`config.mk`:
```
export PLATFORM = sky130hd
export DESIGN_NAME = trca_top
export DESIGN_NICKNAME = d
export VERILOG_FILES = /design/src/core/trca_pkg.sv /design/src/core/trca_sync.sv /design/src/core/trca_top.sv
export SDC_FILE = /design/constraint.sdc
export NUM_CORES = 1
export LEC_CHECK = 0
export BUFFER_PORTS_ARGS = -buffer_cell sky130_fd_sc_hd__clkbuf_2
export CELL_PAD_IN_SITES_DETAIL_PLACEMENT = 0
export CELL_PAD_IN_SITES_GLOBAL_PLACEMENT = 1
export CORE_UTILIZATION = 25
export DETAILED_ROUTE_END_ITERATION = 6
export GPL_TIMING_DRIVEN = 0
export PLACE_DENSITY_LB_ADDON = 0.3
export SLEW_MARGIN = 20
export SYNTH_ARGS = -nofsm -noshare
export SYNTH_HDL_FRONTEND = slang
export SYNTH_HIERARCHICAL = 1
export SYNTH_SLANG_ARGS = --single-unit
```
`constraint.sdc`:
```
create_clock -name I_CLK -period 3.4 [get_ports I_CLK]
set_input_delay 0 -clock I_CLK [delete_from_list [all_inputs] [get_ports I_CLK]]
set_output_delay 0 -clock I_CLK [all_outputs]
set_load 0.01 [all_outputs]
```
`src/core/trca_pkg.sv`:
```
package trca_pkg;

  // Accumulator geometry: one stage per tape track, parity included.
  localparam int unsigned ACC_W = 9;
  localparam logic [ACC_W-1:0] ACC_RST = 9'h000;

  // Stages four to seven (bits 3..6) take the complement of their
  // predecessor when the last stage feeds back.
  localparam logic [ACC_W-1:0] FB_MASK = 9'h078;

  // Pattern left in the accumulator by an error-free record.
  localparam logic [ACC_W-1:0] RESIDUE = 9'h1d7;

  // Character-time counter.
  localparam int unsigned PER_W = 16;
  localparam logic [PER_W-1:0] PER_RST = 16'h0000;
  localparam logic [PER_W-1:0] PER_ONE = 16'h0001;

  // Blank character times before the check and before the parity character.
  localparam int unsigned BLK_W = 2;
  localparam logic [BLK_W-1:0] BLK_RST = 2'h0;
  localparam logic [BLK_W-1:0] BLK_ONE = 2'h1;
  localparam logic [BLK_W-1:0] BLANK_TIMES = 2'h3;
  localparam logic [BLK_W-1:0] BLANK_LAST = BLANK_TIMES - BLK_ONE;

  // Number of strobe lines and the index of each line.
  localparam int unsigned NUM_STROBES = 2;
  localparam int unsigned STB_FIRST = 0;
  localparam int unsigned STB_SECOND = 1;

  // Record position of the accumulator.
  typedef enum logic [2:0] {
    TRCA_DATA,
    TRCA_GAP_CHECK,
    TRCA_CHECK,
    TRCA_GAP_PARITY,
    TRCA_PARITY,
    TRCA_DONE
  } trca_state_e;

endpackage

```
`src/core/trca_sync.sv`:
```
`timescale 1ns/1ps

module trca_sync (
  input  wire logic I_CLK,
  input  wire logic I_RST,
  input  wire logic i_async,
  output logic      o_level
);
  import trca_pkg::*;

  typedef struct packed {
    logic s1;
    logic s2;
    logic s3;
    logic level;
  } trca_sync_s;

  trca_sync_s r;
  trca_sync_s r_nxt;

  // The first stage feeds only the second; the filtered level changes once
  // the second and third stages agree, which rejects a single-cycle glitch.
  always_comb begin
    r_nxt       = r;
    r_nxt.s1    = i_async;
    r_nxt.s2    = r.s1;
    r_nxt.s3    = r.s2;
    r_nxt.level = (r.s2 == r.s3) ? r.s2 : r.level;
  end

  always_ff @(posedge I_CLK or posedge I_RST) begin
    if (I_RST) begin
      r <= '0;
    end else begin
      r <= r_nxt;
    end
  end

  assign o_level = r.level;

endmodule

```
`src/core/trca_top.sv`:
```
`timescale 1ns/1ps

// Overview of operation
// - Last stage set: stages four-seven take complemented predecessor, first stage sets.
// - Last stage clear: shift step moves every stage one place, no complementing.
// - Common reset asynchronously clears all stages and the phase flag.
// - Stage inputs come from bus lines in forward, reverse lines in reverse.
// - Reverse request from channel; forward is its inverse; selects are complementary.
// - Phase flag toggles on every phase pulse, alternating shift and XOR steps.
// - With phase flag set, each stage XORs its input bit, no shifting.
// - Each character strobe while transfer enabled, in a data or check position, makes a phase pulse, applied at its end.
// - First character: shift leaves zero, XOR leaves the first character.
// - Shift-then-XOR repeats per data character, giving the running code.
// - After last data character, three blank times, check character in the fourth.
// - After check character, three blank times, then the parity character.
// - After the last data character the period counter keeps counting.
// - Error-free record leaves the fixed residue pattern after the check character.
// - Reverse reading takes inputs from the nine reverse read lines.
// - The accumulator is nine stages wide, one per track.
module trca_top (
  input  wire logic                          I_CLK,
  input  wire logic                          I_RST,
  input  wire logic                          I_REVERSE_DIR_REQUEST,
  input  wire logic                          I_READ_TRANSFER_ENABLE,
  input  wire logic                          I_CHAR_STROBE_FIRST,
  input  wire logic                          I_CHAR_STROBE_SECOND,
  input  wire logic [trca_pkg::ACC_W-1:0]    I_BUS_DATA_BIT,
  input  wire logic [trca_pkg::ACC_W-1:0]    I_REVERSE_READ_BIT,
  input  wire logic [trca_pkg::PER_W-1:0]    I_CHAR_PERIOD,
  output logic      [trca_pkg::ACC_W-1:0]    O_ACCUM,
  output logic                               O_SHIFT_PHASE_ACTIVE,
  output logic                               O_FORWARD_DIR,
  output logic                               O_FORWARD_SELECT,
  output logic                               O_REVERSE_SELECT,
  output logic                               O_CHECK_SLOT,
  output logic                               O_RESIDUE_VALID,
  output logic                               O_RESIDUE_MATCH,
  output logic      [trca_pkg::ACC_W-1:0]    O_PARITY_CHAR,
  output logic                               O_PARITY_VALID,
  output trca_pkg::trca_state_e              O_RECORD_STATE
);
  import trca_pkg::*;

  typedef struct packed {
    logic [ACC_W-1:0] acc;
    logic             phase;
    logic             fwd_dir;
    logic             forward_select;
    logic             reverse_select;
    logic             prev_first;
    logic             prev_second;
    logic             step;
    trca_state_e      state;
    logic             seen_char;
    logic [PER_W-1:0] period_cnt;
    logic [BLK_W-1:0] blanks;
    logic             residue_valid;
    logic             residue_match;
    logic [ACC_W-1:0] parity_char;
    logic             parity_valid;
  } trca_top_s;

  trca_top_s r;
  trca_top_s r_nxt;

  logic [NUM_STROBES-1:0] strobe_raw;
  logic [NUM_STROBES-1:0] strobe_lvl;
  logic [ACC_W-1:0]       gated_input_bit;
  logic [ACC_W-1:0]       shift_val;
  logic [ACC_W-1:0]       xor_val;
  logic [ACC_W-1:0]       step_val;
  logic [ACC_W-1:0]       residue_eq;
  logic [PER_W-1:0]       period_last;
  logic                   period_set;
  logic                   last_stage;
  logic                   fall_first;
  logic                   fall_second;
  logic                   fall_any;
  logic                   in_data;
  logic                   in_check;
  logic                   in_parity;
  logic                   fold_window;
  logic                   char_tick;
  logic                   step_shift;
  logic                   step_xor;
  logic                   parity_take;

  assign strobe_raw[STB_FIRST]  = I_CHAR_STROBE_FIRST;
  assign strobe_raw[STB_SECOND] = I_CHAR_STROBE_SECOND;

  // The strobes are produced by the read path timing, not by this clock.
  for (genvar s = 0; s < NUM_STROBES; s++) begin : g_strobe_sync
    trca_sync u_sync (
      .I_CLK   (I_CLK),
      .I_RST   (I_RST),
      .i_async (strobe_raw[s]),
      .o_level (strobe_lvl[s])
    );
  end

  assign last_stage  = r.acc[ACC_W-1];
  assign fall_first  = r.prev_first & ~strobe_lvl[STB_FIRST];
  assign fall_second = r.prev_second & ~strobe_lvl[STB_SECOND];

  // Either strobe advances the phase, so the phase flag alone
  // decides whether a falling edge shifts or folds.
  assign fall_any    = fall_first | fall_second;

  // Decoded record position.
  assign in_data     = (r.state == TRCA_DATA);
  assign in_check    = (r.state == TRCA_CHECK);
  assign in_parity   = (r.state == TRCA_PARITY);

  // Strobes only clock the accumulator while a data or the check character
  // can be on the bus; blank positions and the parity character leave it alone.
  assign fold_window = in_data || in_check;

  // A period of zero would wrap period_last round to all ones, so it is treated as no timing.
  // The compare is greater-or-equal so that a period shortened on the fly
  // still ends the current character time instead of letting the timer wrap.
  assign period_set  = (I_CHAR_PERIOD != PER_RST);
  assign period_last = I_CHAR_PERIOD - PER_ONE;
  assign char_tick   = period_set && (r.period_cnt >= period_last);

  // The registered step is qualified again, so a strobe that lands on the
  // edge into a blank position cannot fold a stray character.
  assign step_shift  = r.step && fold_window && !r.phase;
  assign step_xor    = r.step && fold_window && r.phase;

  // The parity character is captured, never folded into the stages.
  assign parity_take = in_parity && fall_second && I_READ_TRANSFER_ENABLE;

  for (genvar i = 0; i < ACC_W; i++) begin : g_stage
    assign gated_input_bit[i] = (r.forward_select & I_BUS_DATA_BIT[i])
                              | (r.reverse_select & I_REVERSE_READ_BIT[i]);
    if (i == 0) begin : g_first
      // The last stage wraps round, so the first stage sets when it is set.
      assign shift_val[i] = last_stage;
    end else begin : g_rest
      assign shift_val[i] = (FB_MASK[i] & last_stage) ? ~r.acc[i-1] : r.acc[i-1];
    end
    assign xor_val[i] = r.acc[i] ^ gated_input_bit[i];
    // Phase clear means this step shifts; phase set means it folds the input.
    assign step_val[i]   = r.phase ? xor_val[i] : shift_val[i];
    assign residue_eq[i] = (xor_val[i] == RESIDUE[i]);
  end

  always_comb begin
    r_nxt = r;

    // Direction controls follow the channel's reverse request.
    r_nxt.fwd_dir = ~I_REVERSE_DIR_REQUEST;
    r_nxt.reverse_select = ~r_nxt.fwd_dir;
    r_nxt.forward_select = ~r_nxt.reverse_select;

    r_nxt.prev_first  = strobe_lvl[STB_FIRST];
    r_nxt.prev_second = strobe_lvl[STB_SECOND];

    // One cycle between seeing the falling edge and clocking the stages.
    r_nxt.step = fall_any & I_READ_TRANSFER_ENABLE & fold_window;

    // Free-running character timer; data characters restart it.
    r_nxt.period_cnt = r.period_cnt + PER_ONE;
    if (char_tick) begin
      r_nxt.period_cnt = PER_RST;
    end

    // Both steps toggle the phase; only the fold restarts the character
    // timer, since that is the moment a character has really arrived.
    if (step_shift || step_xor) begin
      r_nxt.phase = ~r.phase;
      r_nxt.acc   = step_val;
    end
    if (step_xor) begin
      r_nxt.period_cnt = PER_RST;
    end

    unique case (r.state)
      TRCA_DATA: begin
        if (step_xor) begin
          r_nxt.seen_char = 1'b1;
        end else if (r.seen_char && char_tick) begin
          // No character in a whole period: the record's data has ended and
          // this was the first blank. The tick has already restarted the timer.
          r_nxt.state  = TRCA_GAP_CHECK;
          r_nxt.blanks = BLK_ONE;
        end
      end
      TRCA_GAP_CHECK: begin
        if (char_tick) begin
          if (r.blanks == BLANK_LAST) begin
            r_nxt.state = TRCA_CHECK;
          end else begin
            r_nxt.blanks = r.blanks + BLK_ONE;
          end
        end
      end
      TRCA_CHECK: begin
        if (step_xor) begin
          // The match is judged on the value being folded in now, so the
          // flag and the stages become visible on the same edge.
          r_nxt.state         = TRCA_GAP_PARITY;
          r_nxt.blanks        = BLK_RST;
          r_nxt.residue_valid = 1'b1;
          r_nxt.residue_match = &residue_eq;
        end
      end
      TRCA_GAP_PARITY: begin
        if (char_tick) begin
          if (r.blanks == BLANK_LAST) begin
            r_nxt.state = TRCA_PARITY;
          end else begin
            r_nxt.blanks = r.blanks + BLK_ONE;
          end
        end
      end
      TRCA_PARITY: begin
        if (parity_take) begin
          r_nxt.parity_char  = gated_input_bit;
          r_nxt.parity_valid = 1'b1;
          r_nxt.state        = TRCA_DONE;
        end
      end
      TRCA_DONE: begin
        r_nxt.state = TRCA_DONE;
      end
      default: begin
        r_nxt.state = TRCA_DONE;
      end
    endcase
  end

  // All-zero is the cleared record state: empty stages, phase flag clear,
  // data position. Only the common reset returns here, so one reset per
  // record is expected.
  always_ff @(posedge I_CLK or posedge I_RST) begin
    if (I_RST) begin
      r <= '0;
    end else begin
      r <= r_nxt;
    end
  end

  assign O_ACCUM              = r.acc;
  assign O_SHIFT_PHASE_ACTIVE = ~r.phase;
  assign O_FORWARD_DIR        = r.fwd_dir;
  assign O_FORWARD_SELECT     = r.forward_select;
  assign O_REVERSE_SELECT     = r.reverse_select;
  assign O_CHECK_SLOT         = in_check;
  assign O_RESIDUE_VALID      = r.residue_valid;
  assign O_RESIDUE_MATCH      = r.residue_match;
  assign O_PARITY_CHAR        = r.parity_char;
  assign O_PARITY_VALID       = r.parity_valid;
  assign O_RECORD_STATE       = r.state;

endmodule

```
Yosys cells after proc, flatten, opt, wreduce, memory -nomap -nowiden
Cells that the tools add are included.

storage, ports and cells
  bits in registers = 57
  output and inout bits = 29

cells by class
  add/sub/neg operators = 3
  magnitude comparators = 1
  equality and inequality tests = 17
  mux-type cells = 30
  bitwise operators = 51
  reductions and logical operators = 20

operators by type and width
  cell                                                                     count
  16-bit 2-to-1 mux                                                        2
  3-bit 2-to-1 mux                                                         8
  1-bit AND                                                                22
  16-bit by 1-bit adder with 16-bit output, second input constant          1
  16-bit >= comparator                                                     1
  16-bit nonzero test                                                      1
  16-bit by 1-bit subtractor with 16-bit output, second input constant     1
  3-bit case mux with 5 select lines                                       1
  1-bit 2-to-1 mux                                                         13
  2-bit inequality test, second input constant                             6
  1-bit inverter                                                           10
  1-bit bitwise OR                                                         10
  9-bit AND reduction                                                      1
  1-bit bitwise XOR                                                        9
  2-bit 2-to-1 mux                                                         4
  2-bit by 1-bit inequality test with 1-bit output, second input constant  4
  8-bit AND reduction                                                      1
  1-bit logical AND                                                        7
  3-bit by 2-bit == test with 1-bit output, second input constant          2
  2-bit case mux with 3 select lines                                       1
  2-bit AND reduction                                                      3
  6-bit AND reduction                                                      1
  4-bit 2-to-1 mux                                                         1
  3-bit by 1-bit == test with 1-bit output, second input constant          1
  9 further kinds                                                          11

Longest topological paths before layout
Gate-level depths: netlist of the first run.

  depth after elaboration = 7
  mapped depth = 14
  gate-level depth less buffers = 13

By module
The synthesis of the first run kept the hierarchy.

modules (own cells, without submodules)
  module     times used  cells each  area an instance (um^2)
  trca_top   1           358         3229.3
  trca_sync  2           6           115.1

Worst setup path before layout of the first run
Ideal clock, no wire load.

  path type = input port to flip-flop
  start = input I_CHAR_PERIOD[2] (netlist bit)
  end = register r[21] (netlist bit)
  library setup time = 0.121 ns
  arrival time = 2.445 ns
  path slack = 0.834 ns
  stages = 14
  path buffers = 1
  path through = nor3_1 -> nand2b_1 -> nor2_1 -> and3_1 -> nand2_1 -> xor2_1 -> ha_1 -> nand4_1 -> nor3_1 -> nand3b_1 -> and4_1 -> o21ai_2 -> buf_2 -> nor2_1

RTL lines
  what                  line             text
  from (decl)           trca_top.sv:29   input wire logic [trca_pkg::PER_W-1:0] I_CHAR_PERIOD,
  to (signal assigned)  trca_top.sv:240  r <= r_nxt;
  to (decl)             trca_top.sv:63   trca_top_s r;

==> impl_metrics.json, run 1 <==
{
  "dp_slack_ns": 0.0690,
  "period_needed_ns": 2.93,
  "holdWs_ns": 0.0776,
  "port_buffers": 68,
  "gp_congestion": 0.777,
  "via_per_inst": 4.45,
  "firstDrtPassIters": 4,
  "synth.cells.most_frequent": "57 x dfrtp_1, 40 x nor2_1, 28 x a21oi_1",
  "worstMarginPinSlew_ns": 0.631,
  "dieWidth_microns": 120,
  "syn_inst": 370,
  "setup_slack_ns": 0.469,
  "layout-drive-gt1-share": 0.268,
  "antenna_left": 0,
  "grt_pass1_vias": 2753,
  "synthTopCellsByArea": "dfrtp_1 41%, ha_1 7.2%, xnor2_1 5.6%",
  "p_total_mw": 2.55,
  "status": "completed",
  "crit_slowest_cell": "o21ai_2",
  "clk_path_buf_depth": 2,
  "cts_tree": "done",
  "io_pins": 69,
  "synth_compound_area_frac": 0.127,
  "core_region_area_sq_mm": 0.0133,
  "path_max_fanout": 10,
  "fp.dieArea_sq_mm": 0.0143,
  "required_ns": 3.60,
  "ir_drop_v": 0.000266,
  "slew_violations": 0,
  "postCtsSetupBuffers": 0,
  "final-hold-violation-count": 0,
  "dp_hpwl_microns": 5950,
  "syn-num-nets": 430,
  "num-fill-cells": 1456,
  "antennaDiodeCount": 0,
  "critical_path_arrival_ns": 3.14,
  "critPathCaptureType": "flop",
  "path_cells": "clkbuf_2 -> nor3_1 -> nand2b_1 -> nor2_1 -> nand3_1 -> nor4_1 -> xnor2_1 -> ha_1 -> nand4_1 -> nor3_1 -> nand3b_1 -> and4_1 -> o21ai_2 -> buf_2 -> nor2_1",
  "antenna_found_initial": 0,
  "insertion_delay_ns": 0.33,
  "synthMuxAreaShare": 0.0137,
  "drc": 0,
  "syn_to_final_growth_pct": 26.9,
  "slew_headroom": 0.579,
  "cts-root-buf": "clkbuf_16",
  "wl_per_cell_microns": 12.1,
  "final_util": 0.329,
  "ys_warn_count": 6,
  "synth.most_common_cell": "dfrtp_1",
  "syn_area_sq_mm": 0.00346,
  "grt_max_degree": 50,
  "die_h_microns": 120,
  "skew_ns": 0.00434,
  "setup-violations-final": 0,
  "yosys.area.top_type": "dfrtp_1",
  "synthSimpleGateAreaFrac": 0.188,
  "cts_buffers": 9,
  "leakagePower_nw": 2.04,
  "ys_ff_latch": 57,
  "grt_pass1_wl_microns": 13100,
  "slowest_delay_ns": 0.35,
  "drv_cap": 0,
  "critPathKind": "in2reg",
  "drt-total-wl_microns": 7690,
  "cts.clk_slew.worst_paths_ns": 0.05,
  "rsz0062_at_grt": "no",
  "synthAdderAreaFrac": 0.0788,
  "synth_ff_type": "dfrtp_1",
  "synth_edf_count": 0,
  "powerDensity_mw_per_mm2": 581,
  "finalCritPeriodShare": 0.862,
  "clock.fmax_mhz": 341,
  "initial_utilization": 0.259,
  "yosysUniqueCellTypes": 50,
  "vias": 2827,
  "synth_top_family_by_area": "simple AND/OR/NAND/NOR gates",
  "cts.sink_count": 57,
  "synth_xor_area_frac": 0.101,
  "cts.htree.levels": 3,
  "first_iter_violations": 150,
  "groute.usage.overall": 0.115,
  "hold_class": "in2reg",
  "avgSynthCellArea_sq_um": 9.35,
  "rows": 42,
  "grt-ovfl-total": 0,
  "ys_seq_area_frac": 0.412,
  "netlist.area_leader.share": 0.412,
  "setup-tns-final_ns": 0,
  "final_nets": 514,
  "startpoint_type": "primary input",
  "ys_async_sr_fraction": 1.00
}
-- final timing paths --
path                                         startpoint                      endpoint  slack, ns  cells after the start
max                                    I_CHAR_PERIOD[2]                         r[28]       0.47                     15
min                               I_REVERSE_READ_BIT[6]              O_PARITY_CHAR[6]       0.08                      3
max reg2reg                                       r[14]                         r[28]       0.96                      9
min reg2reg                g_strobe_sync[0].u_sync/r[3]  g_strobe_sync[0].u_sync/r[2]       0.35                      0
max in group asynchronous                         I_RST                    O_ACCUM[2]       2.65                      3
min in group asynchronous                         I_RST  g_strobe_sync[1].u_sync/r[3]       0.13                      3
-- critical path, delay by kind of cell --
kind / cells / cell delay, ns
AND/OR/NAND/NOR: 10 / 1.94
buffers and inverters: 2 / 0.41
AO/OA/AOI/OAI: 1 / 0.35
adder cells (fa/ha/maj): 1 / 0.30
XOR/XNOR: 1 / 0.13
-- state kept, by name, indices dropped and copies added (netlist names) --
| name | flops |
|---|---|
| r | 23 |
| O_ACCUM | 9 |
| O_PARITY_CHAR | 9 |
| g_strobe_sync.u_sync/r | 6 |
| O_RECORD_STATE | 3 |
| g_strobe_sync.u_sync/o_level | 2 |
| O_FORWARD_SELECT | 1 |
| O_PARITY_VALID | 1 |
| O_RESIDUE_MATCH | 1 |
| O_RESIDUE_VALID | 1 |
| O_REVERSE_SELECT | 1 |
-- cell usage in the layout, fill, tap and decap left out, types with 7 or more instances in the layout --
cell	count
clkbuf_1	8
xnor2_1	22
clkbuf_2	68
nand2_1	20
dfrtp_1	57
nor2_1	40
a22oi_1	11
nor3_1	14
buf_4	22
a21oi_1	28
nand3_1	11
o21ai_0	17
nand4_1	7
clkbuf_16	9
inv_1	14
ha_1	20
xor2_1	18
-- metrics by stage --
step | instances | area (sq um)
6_report | 635 | 4390
2_1_floorplan | 370 | 3460
4_1_cts | 635 | 4390
3_5_place_dp | 614 | 4020
5_1_grt | 635 | 4390
3_3_place_gp | 614 | 4020
-- where the power goes --
group          switching (mW)  leakage [nW]  internal (mW)  total [mW]
clock                   0.306         0.151          0.624       0.931
combinational           0.340          1.18          0.345       0.685
sequential              0.146         0.715          0.788       0.933
total                   0.792          2.04           1.76        2.55
-- cells by family after synthesis --
group	count (synthesis)
AOI/OAI and AO/OA	72
adders and majority gates	22
xor gates and xnor gates	40
and+or+nand+nor	125
buffers and inverters	50
muxes	4
DFF	57
-- layer usage --
| metal | routed length, microns | up-vias | global-route usage |
|---|---|---|---|
| met2 | 3700 | 42 | 0.187 |
| met3 | 261 | 9 | 0.0304 |
| met5 | 0 | - | 0 |
| met4 | 101 | 0 | 0.0375 |
| met1 | 3620 | 1334 | 0.149 |
| li1 | - | 1442 | - |
-- timing repair --
| item | in CTS | in global routing |
|---|---|---|
| setup endpoints to repair | 0 | 0 |
| hold endpoints to repair | 62 | 0 |
| hold buffers | 5 | 0 |
| gates resized for setup | 0 | 0 |
-- final cells by class --
type | instances | area [sq um] | share of cell area
repair buffers | 73 | 390 | 0.0889
plain buffers | 33 | 208 | 0.0473
flip-flops and latches | 57 | 1430 | 0.325
multi-input cells | 263 | 1760 | 0.401
well taps | 176 | 220 | 0.0502
clock buffers | 12 | 267 | 0.0607
inverters | 17 | 66.3 | 0.0151
clock inverters | 4 | 50.0 | 0.0114
No activity file was read; power rests on OpenSTA's default activity.
==> inputs of run 2 (changes only) <==
- PLACE_DENSITY_LB_ADDON: 0.3 -> 0.2
==> impl_metrics.json, run 2 (synthesized netlist as in run 1, its figures left out) <==
{
  "firstDrtPassIters": 4,
  "cts_tree": "done",
  "ir_drop_v": 0.000227,
  "critical_path_arrival_ns": 3.22,
  "setup-violations-final": 0,
  "r2r_start": "r[27]",
  "antenna_left": 0,
  "p_seq_frac": 0.361,
  "via_per_inst": 4.45,
  "cts-root-buf": "clkbuf_16",
  "port_buffers": 68,
  "final_nets": 514,
  "path_cells": "clkbuf_2 -> nor3_1 -> nand2b_1 -> nor2_1 -> nand3_1 -> nor4_1 -> xnor2_1 -> ha_1 -> nand4_1 -> nor3_1 -> nand3b_1 -> and4_1 -> o21ai_2 -> buf_2 -> nor2_1",
  "insertion_delay_ns": 0.32,
  "power_switching_share": 0.301,
  "final-hold-violation-count": 0,
  "dpl-instance-area_sq_mm": 0.00402,
  "cts.htree.levels": 3,
  "crit_slowest_cell": "nor3_1",
  "leakagePower_nw": 2.05,
  "final_util": 0.329,
  "die_h_microns": 120,
  "critPathCaptureType": "flop",
  "grt_pass1_vias": 2687,
  "dp_cells": 614,
  "antenna_found_initial": 0,
  "final_common_cell": "clkbuf_2",
  "p_total_mw": 2.58,
  "hold_depth": 3,
  "clock_power_share": 0.373,
  "largest_register_ff_count": 23,
  "dp_slack_ns": 0.00972,
  "dieWidth_microns": 120,
  "path_buf_inv": 2,
  "antennaDiodeCount": 0,
  "first_iter_violations": 97,
  "grt_max_degree": 50,
  "syn_to_final_growth_pct": 26.9,
  "setup-tns-final_ns": 0,
  "status": "completed",
  "grt_pass1_wl_microns": 13000,
  "hold_start": "I_REVERSE_READ_BIT[6]",
  "drc": 0,
  "worstMarginPinSlew_ns": 0.630,
  "path_max_fanout": 10,
  "core_region_area_sq_mm": 0.0133,
  "grt-ovfl-total": 0,
  "period_needed_ns": 3.01,
  "drt-total-wl_microns": 7800,
  "fp.dieArea_sq_mm": 0.0143,
  "path_delay_family": "simple AND/OR/NAND/NOR gates",
  "hold_class": "in2reg",
  "fin_cells": 633,
  "initial_utilization": 0.259,
  "clock.fmax_mhz": 332,
  "cts_buffers": 9,
  "gp_congestion": 0.754,
  "fin_area_sq_mm": 0.00439,
  "cts.sink_count": 57,
  "r2r_slack_ns": 0.92,
  "startpoint": "I_CHAR_PERIOD[2]",
  "cts.clk_slew.worst_paths_ns": 0.05,
  "crit_end": "r[24]",
  "worstReg2RegEnd": "r[24]",
  "p_comb_frac": 0.266,
  "holdWs_ns": 0.0793,
  "layout-drive-gt1-share": 0.265,
  "final_cell_mix": "68 x clkbuf_2, 57 x dfrtp_1, 40 x nor2_1",
  "largest-register": "r",
  "postCtsSetupBuffers": 0,
  "vias": 2820,
  "dp_hpwl_microns": 6010,
  "rr_worst_depth": 8,
  "path_depth": 15,
  "required_ns": 3.61,
  "p_int_mw": 1.80,
  "clk_path_buf_depth": 2,
  "startpoint_type": "primary input",
  "finalCritPeriodShare": 0.887,
  "wl_per_cell_microns": 12.3,
  "power.switching_uw": 777,
  "io_pins": 69,
  "critPathKind": "in2reg",
  "slew_headroom": 0.580,
  "slew_violations": 0,
  "setup_slack_ns": 0.386,
  "powerDensity_mw_per_mm2": 587,
  "drv_cap": 0,
  "groute.usage.overall": 0.116,
  "skew_ns": 0.00413,
  "rows": 42,
  "rsz0062_at_grt": "no",
  "slowest_delay_ns": 0.34
}
run 2: cell types whose count changed in the layout (fill, tap and decap cells not counted), sizes merged:
cell and delta:
clkbuf -1, bufinv +1, clkinvlp -2
run 2: cell type report:
cell class	count	area (sq um)
fill	1430	8960
multi-input combinational	263	1760
sequential	57	1430
timing repair buffer	73	390
clock buffer	11	253
tap	176	220
buffer	33	208
inverter	17	66.3
clock inverter	3	65.1
run 2: power groups by stage:
stage / Combinational [mW] / Clock, mW / Sequential (mW)
floorplan: 0.505 / 0 / 0.908
global placement: 0.680 / 0 / 0.945
detailed placement: 0.686 / 0 / 0.946
CTS: 0.696 / 0.992 / 0.935
global route: 0.783 / 1.02 / 0.959
finish: 0.685 / 0.962 / 0.932
run 2: worst min-delay path by stage:
| stage | to | slack, ns |
|---|---|---|
| floorplan | g_strobe_sync[0].u_sync/o_level | -0.23 |
| global placement | g_strobe_sync[1].u_sync/r[3] | -0.10 |
| detailed placement | g_strobe_sync[0].u_sync/r[3] | -0.07 |
| CTS | O_PARITY_CHAR[1] | 0.08 |
| global route | O_PARITY_CHAR[6] | 0.1 |
| finish | O_PARITY_CHAR[6] | 0.08 |
run 2: layer usage:
metal,up-vias,wire length (microns),GRT usage
met1,1328,3760,0.155
li1,1438,-,-
met2,45,3630,0.180
met4,0,105,0.0398
met3,9,303,0.0318
met5,-,0,0
run 2: timing repair:
action / CTS / global route
hold endpoints to repair: 62 / 0
hold buffers: 5 / 0
gates resized for setup: 0 / 0
run 2: worst register-to-register path, cell delays in order, from the launching register on:
cell and delay (ns):
dfrtp_1 0.42, ha_1 0.31, nand4_1 0.12, nor3_1 0.34, nand3b_1 0.15, and4_1 0.29, o21ai_2 0.34, buf_2 0.30
nor2_1 0.08
